===== config.mk =====
export PLATFORM = sky130hd
export DESIGN_NAME = iid_ident_reg
export DESIGN_NICKNAME = d
export VERILOG_FILES = /design/src/rtl/iid_pkg.sv /design/src/rtl/iid_ident_reg.sv
export SDC_FILE = /design/constraint.sdc
export NUM_CORES = 1
export LEC_CHECK = 0
export BUFFER_PORTS_ARGS = -buffer_cell sky130_fd_sc_hd__buf_2
export CORE_MARGIN = 10
export CORE_UTILIZATION = 35
export CTS_BUF_LIST = sky130_fd_sc_hd__clkbuf_2 sky130_fd_sc_hd__clkbuf_4 sky130_fd_sc_hd__clkbuf_8
export DETAILED_ROUTE_END_ITERATION = 6
export GPL_ROUTABILITY_DRIVEN = 0
export PLACE_DENSITY = 0.79
export SLEW_MARGIN = 20
export SYNTH_ARGS = -nofsm -noshare
export SYNTH_HDL_FRONTEND = slang
export SYNTH_SLANG_ARGS = --single-unit

===== constraint.sdc =====
create_clock -name sys_clk_i -period 1.5 [get_ports sys_clk_i]
set_input_delay 0.15 -clock sys_clk_i [delete_from_list [all_inputs] [get_ports sys_clk_i]]
set_output_delay 0.15 -clock sys_clk_i [all_outputs]
set_load 0.05 [all_outputs]

===== src/rtl/iid_pkg.sv =====
package iid_pkg;

    // ************************************************************
    // Register map
    // ************************************************************
    // Identifier register at offset 0x030 in each locality window
    localparam logic [15:0] IDENT_OFFSET = 16'h0030;
    // Spacing of locality windows
    localparam logic [15:0] LOC_STRIDE = 16'h1000;
    // Initialisation control register (own map)
    localparam logic [15:0] INIT_CTRL_OFFSET = 16'h0f00;
    // Active state status register (own map)
    localparam logic [15:0] STATUS_OFFSET = 16'h0f04;

    // ************************************************************
    // Field positions
    // ************************************************************
    localparam int LOCK_BIT = 19;
    localparam int SEL_HI = 18;
    localparam int SEL_LO = 17;
    localparam int FUTCAP_HI = 16;
    localparam int FUTCAP_LO = 15;
    localparam int CRB_CAP_BIT = 14;
    localparam int FIFO_CAP_BIT = 13;
    localparam int RSV_HI = 12;
    localparam int RSV_LO = 9;
    localparam int LOC_BIT = 8;
    localparam int REV_HI = 7;
    localparam int REV_LO = 4;
    localparam int KIND_HI = 3;
    localparam int KIND_LO = 0;
    localparam int INIT_BIT = 0;

    // ************************************************************
    // Encodings and reset values
    // ************************************************************
    localparam logic [1:0] SEL_FIFO = 2'h0;
    localparam logic [1:0] SEL_BUF = 2'h1;
    localparam logic [3:0] KIND_FIFO = 4'h0;
    localparam logic [3:0] KIND_BUF = 4'h1;
    localparam logic [3:0] KIND_OLD_FIFO = 4'hf;
    localparam logic [3:0] REV_FIFO = 4'h0;
    localparam logic [3:0] REV_BUF = 4'h1;
    localparam logic LOCK_RESET = 1'b0;
    localparam logic [1:0] SEL_RESET = SEL_FIFO;
    localparam int LOCALITIES = 5;

endpackage


===== src/rtl/iid_ident_reg.sv =====
// Function
// - Lock set by one when both interfaces capable, zero ignored
// - Initialisation event clears the lock
// - Selection codes; effect at next initialisation
// - Selection writes only while unlocked
// - Future capability field reads zero
// - Buffer capable bit shows support
// - FIFO capable bit shows support
// - Reserved span reads zero
// - Locality bit shows five localities
// - Revision field encodes interface version
// - Kind field encodes active interface
// - Kind 1111 means older FIFO generation
// - Never report kind 1111
// - Writes to kind field discarded
// - FIFO kind reports revision zero
// - Buffer kind reports revision one
// - Revision follows active kind
// - FIFO active enables cancel and reset controls
// - Exactly one interface active from the first clock after reset
// - Multi locality enables forced takeover
// - Single locality: no forced takeover
// - Same contents at every locality
`timescale 1ns/1ps

module iid_ident_reg #(
    parameter bit FIFO_CAPABLE = 1'b1,
    parameter bit BUF_CAPABLE = 1'b1,
    parameter bit MULTI_LOCALITY = 1'b1
) (
    input wire logic sys_clk_i,
    input wire logic arst_n_i,
    input wire logic wb_cyc_i,
    input wire logic wb_stb_i,
    input wire logic wb_we_i,
    input wire logic [15:0] wb_adr_i,
    input wire logic [3:0] wb_sel_i,
    input wire logic [31:0] wb_dat_i,
    output logic [31:0] wb_dat_o,
    output logic wb_ack_o,
    output logic wb_err_o,
    input wire logic init_event_i,
    output logic fifo_active_o,
    output logic buf_active_o,
    output logic cancel_ctrl_en_o,
    output logic takeover_en_o
);

    // ************************************************************
    // Elaboration checks
    // ************************************************************
    // One interface must exist
    if (!FIFO_CAPABLE && !BUF_CAPABLE)
    begin : g_no_intf
        $error("at least one interface must be capable");
    end

    if (iid_pkg::LOCALITIES != 5)
    begin : g_bad_loc
        $error("locality count must be five");
    end

    if (iid_pkg::KIND_FIFO == iid_pkg::KIND_OLD_FIFO || iid_pkg::KIND_BUF == iid_pkg::KIND_OLD_FIFO)
    begin : g_bad_kind
        $error("kind codes must differ from older FIFO code");
    end

    // ************************************************************
    // Synchroniser for the initialisation pin
    // ************************************************************
    logic [2:0] init_sync;
    logic init_seen;
    logic init_pulse;

    always_ff @(posedge sys_clk_i or negedge arst_n_i)
    begin
        if (!arst_n_i)
        begin
            init_sync <= 3'h0;
        end
        else
        begin
            init_sync <= {init_sync[1:0], init_event_i};
        end
    end

    // Filtered level: changes once stages two and three agree
    always_ff @(posedge sys_clk_i or negedge arst_n_i)
    begin
        if (!arst_n_i)
        begin
            init_seen <= 1'b0;
        end
        else if (init_sync[1] == init_sync[2])
        begin
            init_seen <= init_sync[2];
        end
    end

    assign init_pulse = (init_sync[1] == init_sync[2]) && init_sync[2] && !init_seen;

    // ************************************************************
    // Bus decode
    // ************************************************************
    logic req;
    logic sw_init;
    logic hit_ident;
    logic hit_init;
    logic hit_status;
    logic do_init;
    logic wr_ident;

    function automatic logic is_ident(input logic [15:0] adr);
        logic hit;
        hit = 1'b0;
        for (int i = 0; i < iid_pkg::LOCALITIES; i++)
        begin
            if (adr == 16'(iid_pkg::IDENT_OFFSET + 16'(i) * iid_pkg::LOC_STRIDE))
            begin
                hit = 1'b1;
            end
        end
        return hit;
    endfunction

    assign req = wb_cyc_i && wb_stb_i && !wb_ack_o && !wb_err_o;

    always_comb
    begin
        hit_ident = 1'b0;
        hit_init = 1'b0;
        hit_status = 1'b0;
        if (is_ident(wb_adr_i))
        begin
            hit_ident = 1'b1;
        end
        else if (wb_adr_i == iid_pkg::INIT_CTRL_OFFSET)
        begin
            hit_init = 1'b1;
        end
        else if (wb_adr_i == iid_pkg::STATUS_OFFSET)
        begin
            hit_status = 1'b1;
        end
    end

    assign sw_init = req && wb_we_i && hit_init && wb_sel_i[0] && wb_dat_i[iid_pkg::INIT_BIT];
    assign do_init = init_pulse || sw_init;
    assign wr_ident = req && wb_we_i && hit_ident && wb_sel_i[2];

    // ************************************************************
    // Lock, selection and active kind
    // ************************************************************
    logic lock;
    logic [1:0] sel;
    logic [3:0] kind;
    logic both_cap;
    logic [1:0] wsel;
    logic [1:0] next_sel;

    assign both_cap = FIFO_CAPABLE && BUF_CAPABLE;
    assign wsel = wb_dat_i[iid_pkg::SEL_HI:iid_pkg::SEL_LO];

    always_ff @(posedge sys_clk_i or negedge arst_n_i)
    begin
        if (!arst_n_i)
        begin
            lock <= iid_pkg::LOCK_RESET;
        end
        else if (do_init)
        begin
            lock <= 1'b0;
        end
        else if (wr_ident && both_cap && wb_dat_i[iid_pkg::LOCK_BIT])
        begin
            lock <= 1'b1;
        end
    end

    always_comb
    begin
        next_sel = sel;
        if (wr_ident && both_cap && !lock)
        begin
            if (wsel == iid_pkg::SEL_FIFO || wsel == iid_pkg::SEL_BUF)
            begin
                next_sel = wsel;
            end
        end
    end

    always_ff @(posedge sys_clk_i or negedge arst_n_i)
    begin
        if (!arst_n_i)
        begin
            sel <= iid_pkg::SEL_RESET;
        end
        else if (!do_init)
        begin
            sel <= next_sel;
        end
    end

    always_ff @(posedge sys_clk_i or negedge arst_n_i)
    begin
        if (!arst_n_i)
        begin
            kind <= iid_pkg::KIND_FIFO;
        end
        else if (do_init)
        begin
            if (sel == iid_pkg::SEL_BUF && BUF_CAPABLE)
            begin
                kind <= iid_pkg::KIND_BUF;
            end
            else if (FIFO_CAPABLE)
            begin
                kind <= iid_pkg::KIND_FIFO;
            end
            else
            begin
                kind <= iid_pkg::KIND_BUF;
            end
        end
    end

    // ************************************************************
    // Register image
    // ************************************************************
    logic [31:0] ident_word;
    logic [3:0] rev;

    assign rev = (kind == iid_pkg::KIND_BUF) ? iid_pkg::REV_BUF : iid_pkg::REV_FIFO;

    always_comb
    begin
        ident_word = 32'h0;
        ident_word[iid_pkg::KIND_HI:iid_pkg::KIND_LO] = kind;
        ident_word[iid_pkg::REV_HI:iid_pkg::REV_LO] = rev;
        ident_word[iid_pkg::LOC_BIT] = MULTI_LOCALITY;
        ident_word[iid_pkg::RSV_HI:iid_pkg::RSV_LO] = 4'h0;
        ident_word[iid_pkg::FIFO_CAP_BIT] = FIFO_CAPABLE;
        ident_word[iid_pkg::CRB_CAP_BIT] = BUF_CAPABLE;
        ident_word[iid_pkg::FUTCAP_HI:iid_pkg::FUTCAP_LO] = 2'h0;
        ident_word[iid_pkg::SEL_HI:iid_pkg::SEL_LO] = sel;
        ident_word[iid_pkg::LOCK_BIT] = lock;
    end

    // ************************************************************
    // Wishbone answer
    // ************************************************************
    always_ff @(posedge sys_clk_i or negedge arst_n_i)
    begin
        if (!arst_n_i)
        begin
            wb_ack_o <= 1'b0;
        end
        else
        begin
            wb_ack_o <= req && (hit_ident || hit_init || hit_status);
        end
    end

    always_ff @(posedge sys_clk_i or negedge arst_n_i)
    begin
        if (!arst_n_i)
        begin
            wb_err_o <= 1'b0;
        end
        else
        begin
            wb_err_o <= req && !(hit_ident || hit_init || hit_status);
        end
    end

    always_ff @(posedge sys_clk_i or negedge arst_n_i)
    begin
        if (!arst_n_i)
        begin
            wb_dat_o <= 32'h0;
        end
        else if (req && !wb_we_i && hit_ident)
        begin
            wb_dat_o <= ident_word;
        end
        else if (req && !wb_we_i && hit_status)
        begin
            wb_dat_o <= {28'h0, takeover_en_o, cancel_ctrl_en_o, buf_active_o,
                fifo_active_o};
        end
        else
        begin
            wb_dat_o <= 32'h0;
        end
    end

    // ************************************************************
    // Active interface outputs
    // ************************************************************
    // One active at a time
    always_ff @(posedge sys_clk_i or negedge arst_n_i)
    begin
        if (!arst_n_i)
        begin
            fifo_active_o <= 1'b0;
        end
        else
        begin
            fifo_active_o <= (kind == iid_pkg::KIND_FIFO);
        end
    end

    always_ff @(posedge sys_clk_i or negedge arst_n_i)
    begin
        if (!arst_n_i)
        begin
            buf_active_o <= 1'b0;
        end
        else
        begin
            buf_active_o <= (kind == iid_pkg::KIND_BUF);
        end
    end

    always_ff @(posedge sys_clk_i or negedge arst_n_i)
    begin
        if (!arst_n_i)
        begin
            cancel_ctrl_en_o <= 1'b0;
        end
        else
        begin
            cancel_ctrl_en_o <= (kind == iid_pkg::KIND_FIFO);
        end
    end

    always_ff @(posedge sys_clk_i or negedge arst_n_i)
    begin
        if (!arst_n_i)
        begin
            takeover_en_o <= 1'b0;
        end
        else
        begin
            takeover_en_o <= MULTI_LOCALITY;
        end
    end

endmodule // iid_ident_reg


==> results of run 1 <==
## what timing repair did
item,CTS,global route
endpoints found under the hold margin,23,0
setup buffers,1,1
setup endpoints to repair,4,11
pin swaps,2,5
gates resized for setup,2,5
hold buffers,2,0
## synth_stat cells, drive strengths merged
master	n	area, um2
buf	24	180.2
dfrtp	22	550.5
and2	7	43.79
nand4	4	25.02
nor2	4	15.01
nor3	3	15.01
and3	2	12.51
conb	2	7.510
inv	2	7.510
mux2	2	22.52
nand2b	2	12.51
nand3	2	10.01
nor4	2	27.53
nor4b	2	23.77
nor4bb	2	20.02
o21ai	2	10.00
or2	2	15.02
a21oi	1	5.000
a22o	1	8.760
ha	1	12.51
mux2i	1	10.01
nand2	1	3.750
nand3b	1	7.510
nor2b	1	6.260
o21a	1	7.510
o32a	1	10.01
or3	1	11.26
## power by group through the flow
| stage | combinational, mW | clock (mW) | sequential (mW) |
|---|---|---|---|
| global placement | 0.224 | 0 | 0.622 |
| global route | 0.261 | 0.490 | 0.614 |
| floorplan | 0.193 | 0 | 0.633 |
| CTS | 0.236 | 0.471 | 0.612 |
| finish | 0.245 | 0.450 | 0.612 |
| detailed placement | 0.230 | 0 | 0.623 |
## metal layers
| layer | global-route usage | wire length [um] | up-vias | share of wire |
|---|---|---|---|---|
| li1 | - | - | 392 | - |
| met1 | 0.08179 | 899 | 404 | 0.35 |
| met2 | 0.1454 | 1394 | 33 | 0.54 |
| met3 | 0.03125 | 284 | 2 | 0.11 |
| met4 | 0.03711 | 6 | 0 | 0.0023 |
| met5 | 0 | 0 | - | 0 |
## sequential cells by signal, indices dropped and copies added, names as in the netlist
signal,flops
wb_dat_o,9
init_sync,3
sel,2
buf_active_o,1
cancel_ctrl_en_o,1
init_seen,1
kind,1
lock,1
takeover_en_o,1
wb_ack_o,1
wb_err_o,1
## final cells by class
type	count	area [um2]	share of cell area
clock buffer	3	22.52	0.01572
clock inverter	1	30.03	0.02096
multi-input combinational	68	470.5	0.3284
sequential	22	553.0	0.3860
tap	33	41.29	0.02882
inverter	2	7.507	0.005240
timing repair buffer	55	307.8	0.2148
## worst max-delay path, delay by kind of cell, from the launching register on
kind / cells / cell delay, ns
AND/OR/NAND/NOR: 3 / 0.73
flip-flops: 1 / 0.44
multiplexers: 1 / 0.33
## logic make-up after synthesis
logic type                 after synthesis
buffers and inverters                   26
adders and majority gates                1
and+or+nand+nor                         36
muxes                                    3
AOI/OAI and AO/OA                        6
DFF                                     22
other                                    2
## final timing paths
| path | startpoint | endpoint | slack (ns) | cells past startpoint |
|---|---|---|---|---|
| max | wb_err_o | sel[0] | -0.11 | 4 |
| min | wb_dat_i[17] | sel[0] | 0.08 | 2 |
| max reg2reg | wb_err_o | sel[0] | -0.11 | 4 |
| min reg2reg | init_sync[0] | init_sync[1] | 0.36 | 0 |
| max in group asynchronous | arst_n_i | wb_ack_o | 0.85 | 2 |
| min in group asynchronous | arst_n_i | wb_err_o | 0.31 | 2 |
## per-stage QoR
| step | cells | setup WS (ns) | TNS (ns) | utilization |
|---|---|---|---|---|
| after detailed placement | 176 | -0.2021 | -0.4108 | 0.4371 |
| final | 184 | -0.1114 | -0.1482 | 0.4771 |
| after floorplan | 116 | -0.1361 | -0.3463 | - |
| after global placement | 176 | -0.1710 | -0.2849 | 0.4371 |
| after CTS | 183 | -0.1244 | -0.4383 | 0.4667 |
| after global routing | 184 | -0.1686 | -0.5974 | 0.4771 |
==> flow_metrics.py, run 1 <==
metrics = {
    "worst_setup_path": {
        "cp_max_fo": 3,
        "cp-start-kind": "flop",
        "slowest_stage": "dfrtp_2",
        "worstPathArrival_ns": 1.81,
        "slowest_delay_ns": 0.44,
        "worstSetupPathType": "flop to flop",
        "endpoint_kind": "flop",
        "required_ns": 1.70,
        "crit_chain": "nor4bb_4 > nand3_2 > nor4_4 > mux2_4",
    },
    "floorplanning": {
        "core_um2": 3003,
        "dieWidth_um": 75.58,
        "rows": 20,
        "initial_utilization": 0.3600,
        "die-area_um2": 5712,
        "ioPinCount": 96,
        "die_h_um": 75.58,
    },
    "power_and_ir_drop": {
        "pwr_density_cell_nw_per_um2": 912.3,
        "p_sw_uw": 368.2,
        "finalPower_mw": 1.307,
        "power_leakage_nw": 0.7636,
        "switching_share": 0.2817,
        "p_clk_frac": 0.344,
        "combPwrFrac": 0.187,
        "ir_drop_mv": 0.5056,
        "p_seq_frac": 0.468,
        "p_int_uw": 938.8,
    },
    "cells_and_area": {
        "area_delta_synth_final_pct": 32.52,
        "mostFrequentLayoutCells": "44 x buf_2, 22 x conb_1, 20 x dfrtp_1",
        "antenna_cells": 0,
        "drive_above_1_share": 0.4702,
        "finalNetCount": 211,
        "fillers": 288,
        "stdcell_area_um2": 1433,
        "final_common_cell": "buf_2",
    },
    "placed_design": {
        "dp_hpwl_um": 2211,
        "portBuffers": 44,
        "dpl_cell_area_um2": 1313,
    },
    "global_route": {
        "grtUsageTotal": 0.08145,
        "grt_overflow": 0,
        "grt_pass1_wl_um": 3608,
        "grt_max_degree": 23,
        "grt_pass1_vias": 837,
        "antenna_found_initial": 0,
    },
    "synth": {
        "netlist_area_um2": 1081,
        "synth-xor-area-share": 0,
        "synth_top_family_by_area": "simple AND/OR/NAND/NOR gates",
        "muxShareOfSynthArea": 0.03009,
        "synth.avg_cell_area_um2": 11.26,
        "synth-simple-area-share": 0.2303,
        "yosys_warnings": 0,
        "synth_fa_ha_area_frac": 0.01157,
        "synth_cell_types": 32,
        "syn_inst": 96,
        "yosys_register_bits": 22,
        "synth_compound_gate_area_share": 0.03819,
        "synth-seq-area-share": 0.5093,
    },
    "hold_path": {
        "hp-class": "input pin to flop",
    },
    "clocking": {
        "clock-root-buffer": "clkbuf_4",
        "cts_sinks": 22,
        "htree_levels": 1,
        "cts_tree": "yes",
        "clkTransAtPathRegs_ns": 0.12,
        "insertion_delay_ns": 0.31,
        "numCtsBuffers": 3,
        "ctsLongestPathBuffers": 2,
    },
    "sta": {
        "drv_slew": 0,
        "final-setup-viol-count": 4,
        "fin_worst_hold_slack_ns": 0.07730,
        "fin_crit_ns": 1.611,
        "hold_violations": 0,
        "max_freq_mhz": 620.6,
        "fin_crit_sh": 1.074,
        "rsz0062_at_grt": "yes",
        "finClkSkew_ns": 0.005042,
        "finalWorstSetupSlack_ns": -0.1114,
    },
    "drt": {
        "drtIter0Drc": 84,
        "viasPerCell": 4.516,
        "ant_nets": 0,
        "wire_per_inst_um": 14.04,
        "routed_wl_um": 2584,
        "drc": 0,
        "dr.pass1.iters": 4,
        "vias": 831,
    },
    "flow_run": {
        "drv_cap": 0,
    },
    "outcome": {
        "status": "finished, violations left",
        "violations": "negative setup slack",
    },
}
Note: power is estimated with default switching activity, not from simulation.
==> inputs of run 2 (changes only) <==
--- a/config.mk
+++ b/config.mk
@@ -7,11 +7,11 @@
 export LEC_CHECK = 0
 export BUFFER_PORTS_ARGS = -buffer_cell sky130_fd_sc_hd__buf_2
 export CORE_MARGIN = 10
-export CORE_UTILIZATION = 35
+export CORE_UTILIZATION = 41
 export CTS_BUF_LIST = sky130_fd_sc_hd__clkbuf_2 sky130_fd_sc_hd__clkbuf_4 sky130_fd_sc_hd__clkbuf_8
 export DETAILED_ROUTE_END_ITERATION = 6
 export GPL_ROUTABILITY_DRIVEN = 0
-export PLACE_DENSITY = 0.79
+export PLACE_DENSITY = 0.87
 export SLEW_MARGIN = 20
 export SYNTH_ARGS = -nofsm -noshare
 export SYNTH_HDL_FRONTEND = slang
==> constraint.sdc (replaced) <==
create_clock -name sys_clk_i -period 2.1 [get_ports sys_clk_i]
set_input_delay 0.21 -clock sys_clk_i [delete_from_list [all_inputs] [get_ports sys_clk_i]]
set_output_delay 0.21 -clock sys_clk_i [all_outputs]
set_load 0.05 [all_outputs]
==> flow_metrics.py, run 2 (synthesis results as in run 1) <==
metrics = {
    "outcome": {
        "status": "complete, no violations",
    },
    "sta": {
        "final-setup-viol-count": 0,
        "max_freq_mhz": 587.2,
        "drv_slew": 0,
        "timing.setup.tns_ns": 0,
        "fin_crit_sh": 0.8109,
        "finClkSkew_ns": 0.007123,
        "fin_crit_ns": 1.703,
        "finalWorstSetupSlack_ns": 0.3971,
        "rsz0062_at_grt": "no",
        "hold_violations": 0,
    },
    "worst_setup_path": {
        "timing.rr.end": "sel[0]",
        "cp_num_buf_inv": 1,
        "rrSetupSlack_ns": 0.40,
        "slowest_delay_ns": 0.40,
        "worstPathArrival_ns": 1.90,
        "cp_top_family": "simple AND/OR/NAND/NOR gates",
        "worstSetupPathType": "flop to flop",
        "cp_max_fo": 4,
        "endpoint_kind": "flop",
        "r2r_start": "wb_ack_o",
        "cp-start-kind": "flop",
        "slowest_stage": "dfrtp_1",
        "crit_chain": "nor4bb_1 > buf_4 > nand3_1 > nor4_4 > mux2_1",
        "required_ns": 2.29,
        "rr_worst_depth": 5,
    },
    "floorplanning": {
        "die_h_um": 71.35,
        "ioPinCount": 96,
        "core_um2": 2500,
        "dieWidth_um": 71.35,
        "die-area_um2": 5091,
        "rows": 18,
        "initial_utilization": 0.4324,
    },
    "drt": {
        "vias": 793,
        "dr.pass1.iters": 4,
        "drc": 0,
        "wire_per_inst_um": 14.12,
        "routed_wl_um": 2443,
        "viasPerCell": 4.584,
        "drtIter0Drc": 14,
        "ant_nets": 0,
    },
    "global_route": {
        "use_met2": 0.1461,
        "grt_overflow": 0,
        "grtUsageTotal": 0.09034,
        "grt_pass1_vias": 912,
        "grt_pass1_wl_um": 3919,
        "antenna_found_initial": 0,
        "grtUsageMet1": 0.1023,
        "met3_usage": 0.04959,
        "grt_max_degree": 23,
        "grt_busiest_layer": "met2",
    },
    "power_and_ir_drop": {
        "ir_drop_mv": 0.4308,
        "finalPower_uw": 819.9,
        "power_leakage_nw": 0.7032,
        "pwr_density_cell_nw_per_um2": 631.9,
    },
    "cells_and_area": {
        "area_delta_synth_final_pct": 20.02,
        "mostFrequentLayoutCells": "44 x buf_2, 22 x conb_1, 22 x dfrtp_1",
        "drive_above_1_share": 0.3776,
        "final_common_cell": "buf_2",
        "largest_register_ffs": 9,
        "finalCoreUtilization": 0.5190,
        "top_register": "wb_dat_o",
        "stdcell_area_um2": 1297,
        "top_regs": "wb_dat_o x9, init_sync x3, sel x2",
        "finalNetCount": 203,
        "antenna_cells": 0,
    },
    "clocking": {
        "cts_setup_buffers": 0,
        "insertion_delay_ns": 0.29,
        "numCtsBuffers": 3,
        "cts-resized-gates": 0,
        "clkTransAtPathRegs_ns": 0.12,
        "clock-root-buffer": "clkbuf_4",
        "ctsHoldBuffers": 1,
        "ctsLongestPathBuffers": 2,
        "htree_levels": 1,
        "cts_tree": "yes",
        "cts_sinks": 22,
    },
    "hold_path": {
        "min_path_cells": 2,
        "hp-class": "input pin to flop",
        "worstHoldStart": "wb_dat_i[17]",
        "hold_path_end": "sel[0]",
    },
    "flow_run": {
        "drv_cap": 0,
    },
    "placed_design": {
        "dp_hpwl_um": 2187,
        "portBuffers": 44,
        "dpl_cell_area_um2": 1241,
        "place_ws_ns": 0.3399,
    },
}
==> run 2: cell types whose count changed in the layout (fill, tap and decap cells not counted), moves of 2 or more <==
| cell | previous run | this run |
|---|---|---|
| buf_4 | 9 | 1 |
| dfrtp_1 | 20 | 22 |
| dfrtp_2 | 2 | 0 |
| nand3_1 | 0 | 2 |
| nand3_2 | 2 | 0 |
==> run 2: how the worst max path moves through the flow <==
stage / slack (ns) / depth (start not counted) / startpoint / to
global placement: 0.39 / 5 / wb_adr_i[1] / sel[0]
floorplan: 0.22 / 4 / wb_ack_o / sel[0]
finish: 0.40 / 5 / wb_ack_o / sel[0]
CTS: 0.39 / 5 / wb_ack_o / sel[0]
detailed placement: 0.34 / 5 / wb_adr_i[8] / sel[0]
global route: 0.27 / 5 / wb_ack_o / sel[0]
==> run 2: routing by layer <==
metal | vias to the layer above | wire (um)
li1 | 378 | -
met1 | 365 | 991
met3 | 0 | 317
met5 | - | 0
met4 | 0 | 0
met2 | 50 | 1134
==> run 2: stage by stage <==
stage | hold slack (ns) | instances
2_1_floorplan | -0.08559 | 116
3_5_place_dp | 0.1934 | 167
4_1_cts | 0.004788 | 172
3_3_place_gp | 0.1760 | 167
6_report | 0.1280 | 173
5_1_grt | 0.1225 | 173
==> run 2: power breakdown <==
group	switching (mW)	internal, mW	leakage (nW)
Clock	0.118	0.106	0.0210
Combinational	0.124	0.0365	0.392
Sequential	0.00468	0.431	0.290
==> run 2: worst reg2reg max path, delay by kind of cell (launching register included) <==
kind                   cells  cell delay, ns
and+or+nand+nor            3            0.67
buffers and inverters      1            0.18
DFF                        1            0.40
muxes                      1            0.34
==> run 2: cell type report <==
class,count,area [um2]
clock buffers,4,36.28
fillers,249,1202
inverters,2,7.507
multi-input cells,68,417.9
flip-flops and latches,22,550.5
well taps,30,37.54
repair buffers,47,247.7
==> inputs of run 3 (changes only) <==
--- a/config.mk
+++ b/config.mk
@@ -7,11 +7,11 @@
 export LEC_CHECK = 0
 export BUFFER_PORTS_ARGS = -buffer_cell sky130_fd_sc_hd__buf_2
 export CORE_MARGIN = 10
-export CORE_UTILIZATION = 41
+export CORE_UTILIZATION = 38
 export CTS_BUF_LIST = sky130_fd_sc_hd__clkbuf_2 sky130_fd_sc_hd__clkbuf_4 sky130_fd_sc_hd__clkbuf_8
 export DETAILED_ROUTE_END_ITERATION = 6
 export GPL_ROUTABILITY_DRIVEN = 0
-export PLACE_DENSITY = 0.87
+export PLACE_DENSITY = 0.81
 export SLEW_MARGIN = 20
 export SYNTH_ARGS = -nofsm -noshare
 export SYNTH_HDL_FRONTEND = slang
==> constraint.sdc (replaced) <==
create_clock -name sys_clk_i -period 1.58 [get_ports sys_clk_i]
set_input_delay 0.158 -clock sys_clk_i [delete_from_list [all_inputs] [get_ports sys_clk_i]]
set_output_delay 0.158 -clock sys_clk_i [all_outputs]
set_load 0.05 [all_outputs]
==> flow_metrics.py, run 3 (synthesis results as in run 1) <==
metrics = {
    "clocking": {
        "numCtsBuffers": 3,
        "ctsLongestPathBuffers": 2,
        "clock-root-buffer": "clkbuf_4",
        "cts_sinks": 22,
        "cts_tree": "yes",
        "htree_levels": 1,
        "insertion_delay_ns": 0.32,
        "clkTransAtPathRegs_ns": 0.12,
    },
    "global_route": {
        "antenna_found_initial": 0,
        "grt_max_degree": 23,
        "grt_pass1_vias": 968,
        "grtUsageTotal": 0.09336,
        "grt_pass1_wl_um": 4071,
        "grt_overflow": 0,
    },
    "sta": {
        "finClkSkew_ns": 0.004493,
        "hold_violations": 0,
        "timing.setup.tns_ns": -0.006441,
        "drv_slew": 0,
        "fin_crit_sh": 1.004,
        "rsz0062_at_grt": "yes",
        "max_freq_mhz": 630.3,
        "final-setup-viol-count": 1,
        "finalWorstSetupSlack_ns": -0.006441,
        "fin_crit_ns": 1.586,
    },
    "floorplanning": {
        "rows": 19,
        "ioPinCount": 96,
        "die_h_um": 73.34,
        "die-area_um2": 5378,
        "core_um2": 2734,
        "dieWidth_um": 73.34,
        "initial_utilization": 0.3954,
    },
    "cells_and_area": {
        "stdcell_area_um2": 1406,
        "area_delta_synth_final_pct": 30.09,
        "fin_cells": 182,
        "top_regs": "wb_dat_o x9, init_sync x3, sel x2",
        "largest_register_ffs": 9,
        "antenna_cells": 0,
        "top_register": "wb_dat_o",
        "mostFrequentLayoutCells": "44 x buf_2, 22 x conb_1, 20 x dfrtp_1",
        "drive_above_1_share": 0.4503,
        "finalNetCount": 211,
        "final_common_cell": "buf_2",
        "finalCoreUtilization": 0.5144,
    },
    "drt": {
        "viasPerCell": 4.593,
        "drc": 0,
        "vias": 836,
        "wire_per_inst_um": 14.21,
        "ant_nets": 0,
        "routed_wl_um": 2587,
        "drtIter0Drc": 34,
        "dr.pass1.iters": 4,
    },
    "worst_setup_path": {
        "slowest_stage": "dfrtp_2",
        "endpoint_kind": "flop",
        "worstPathArrival_ns": 1.81,
        "cp-start-kind": "flop",
        "slowest_delay_ns": 0.44,
        "worstSetupPathType": "flop to flop",
        "required_ns": 1.80,
        "crit_chain": "nor4bb_4 > nand3_2 > nor4_4 > mux2_4",
        "rr_worst_depth": 4,
        "cp_max_fo": 3,
    },
    "placed_design": {
        "dp_hpwl_um": 2209,
        "dpl_cell_area_um2": 1318,
        "dp.cells": 175,
        "portBuffers": 44,
    },
    "hold_path": {
        "min_path_cells": 2,
        "hp-class": "input pin to flop",
    },
    "flow_run": {
        "drv_cap": 0,
    },
    "power_and_ir_drop": {
        "power_leakage_nw": 0.7508,
        "ir_drop_mv": 0.4906,
        "pwr_density_cell_nw_per_um2": 883.1,
        "finalPower_mw": 1.242,
    },
    "outcome": {
        "violations": "negative setup slack",
        "status": "finished, violations left",
    },
}
run 3: power by group:
| group | switching (mW) | total [mW] | internal [mW] |
|---|---|---|---|
| Sequential | 0.00720 | 0.581 | 0.574 |
| Clock | 0.178 | 0.435 | 0.257 |
| Combinational | 0.169 | 0.226 | 0.0569 |
| Total | 0.354 | 1.24 | 0.888 |
run 3: path summary, 6_finish.rpt:
check,startpoint,endpoint,slack [ns]
max in group asynchronous,arst_n_i,wb_ack_o,0.93
worst min register to register,init_sync[0],init_sync[1],0.36
worst max register to register,wb_ack_o,sel[0],-0.006
min in group asynchronous,arst_n_i,wb_dat_o[3],0.31
worst max-delay path,wb_ack_o,sel[0],-0.006
worst min-delay path,wb_dat_i[17],sel[0],0.08
run 3: layout make-up:
type | instances | area [um2]
clock buffers | 3 | 22.52
flip-flops and latches | 22 | 553.0
fillers | 246 | 1328
well taps | 31 | 38.79
multi-input cells | 68 | 446.7
repair buffers | 55 | 307.8
clock inverters | 1 | 30.03
inverters | 2 | 7.507
run 3: what timing repair did:
item | 4_1_cts | 5_1_grt
endpoints found under the hold margin | 23 | 0
resized for setup | 0 | 2
setup buffers | 0 | 1
setup endpoints to repair | 1 | 7
pin swaps | 0 | 1
hold buffers | 2 | 0
run 3: metal layers:
layer  vias up  global-route usage  routed length [um]
li1        395                   -                   -
met1       395             0.08102                 883
met2        41              0.1652                1299
met3         5             0.04845                 364
met4         0             0.05797                  40
met5         -                   0                   0
run 3: through the flow:
stage | worst slack (ns) | hold slack, ns
after global routing | -0.09925 | 0.06800
after floorplan | -0.05671 | -0.1376
after CTS | -0.05421 | 0.05728
after detailed placement | -0.1691 | 0.1402
after global placement | -0.09978 | 0.1314
final | -0.006441 | 0.07595
run 3: critical path, delay by kind of cell (launching register included):
family	cells	cell delay, ns
flip-flops	1	0.44
AND/OR/NAND/NOR	3	0.73
multiplexers	1	0.33
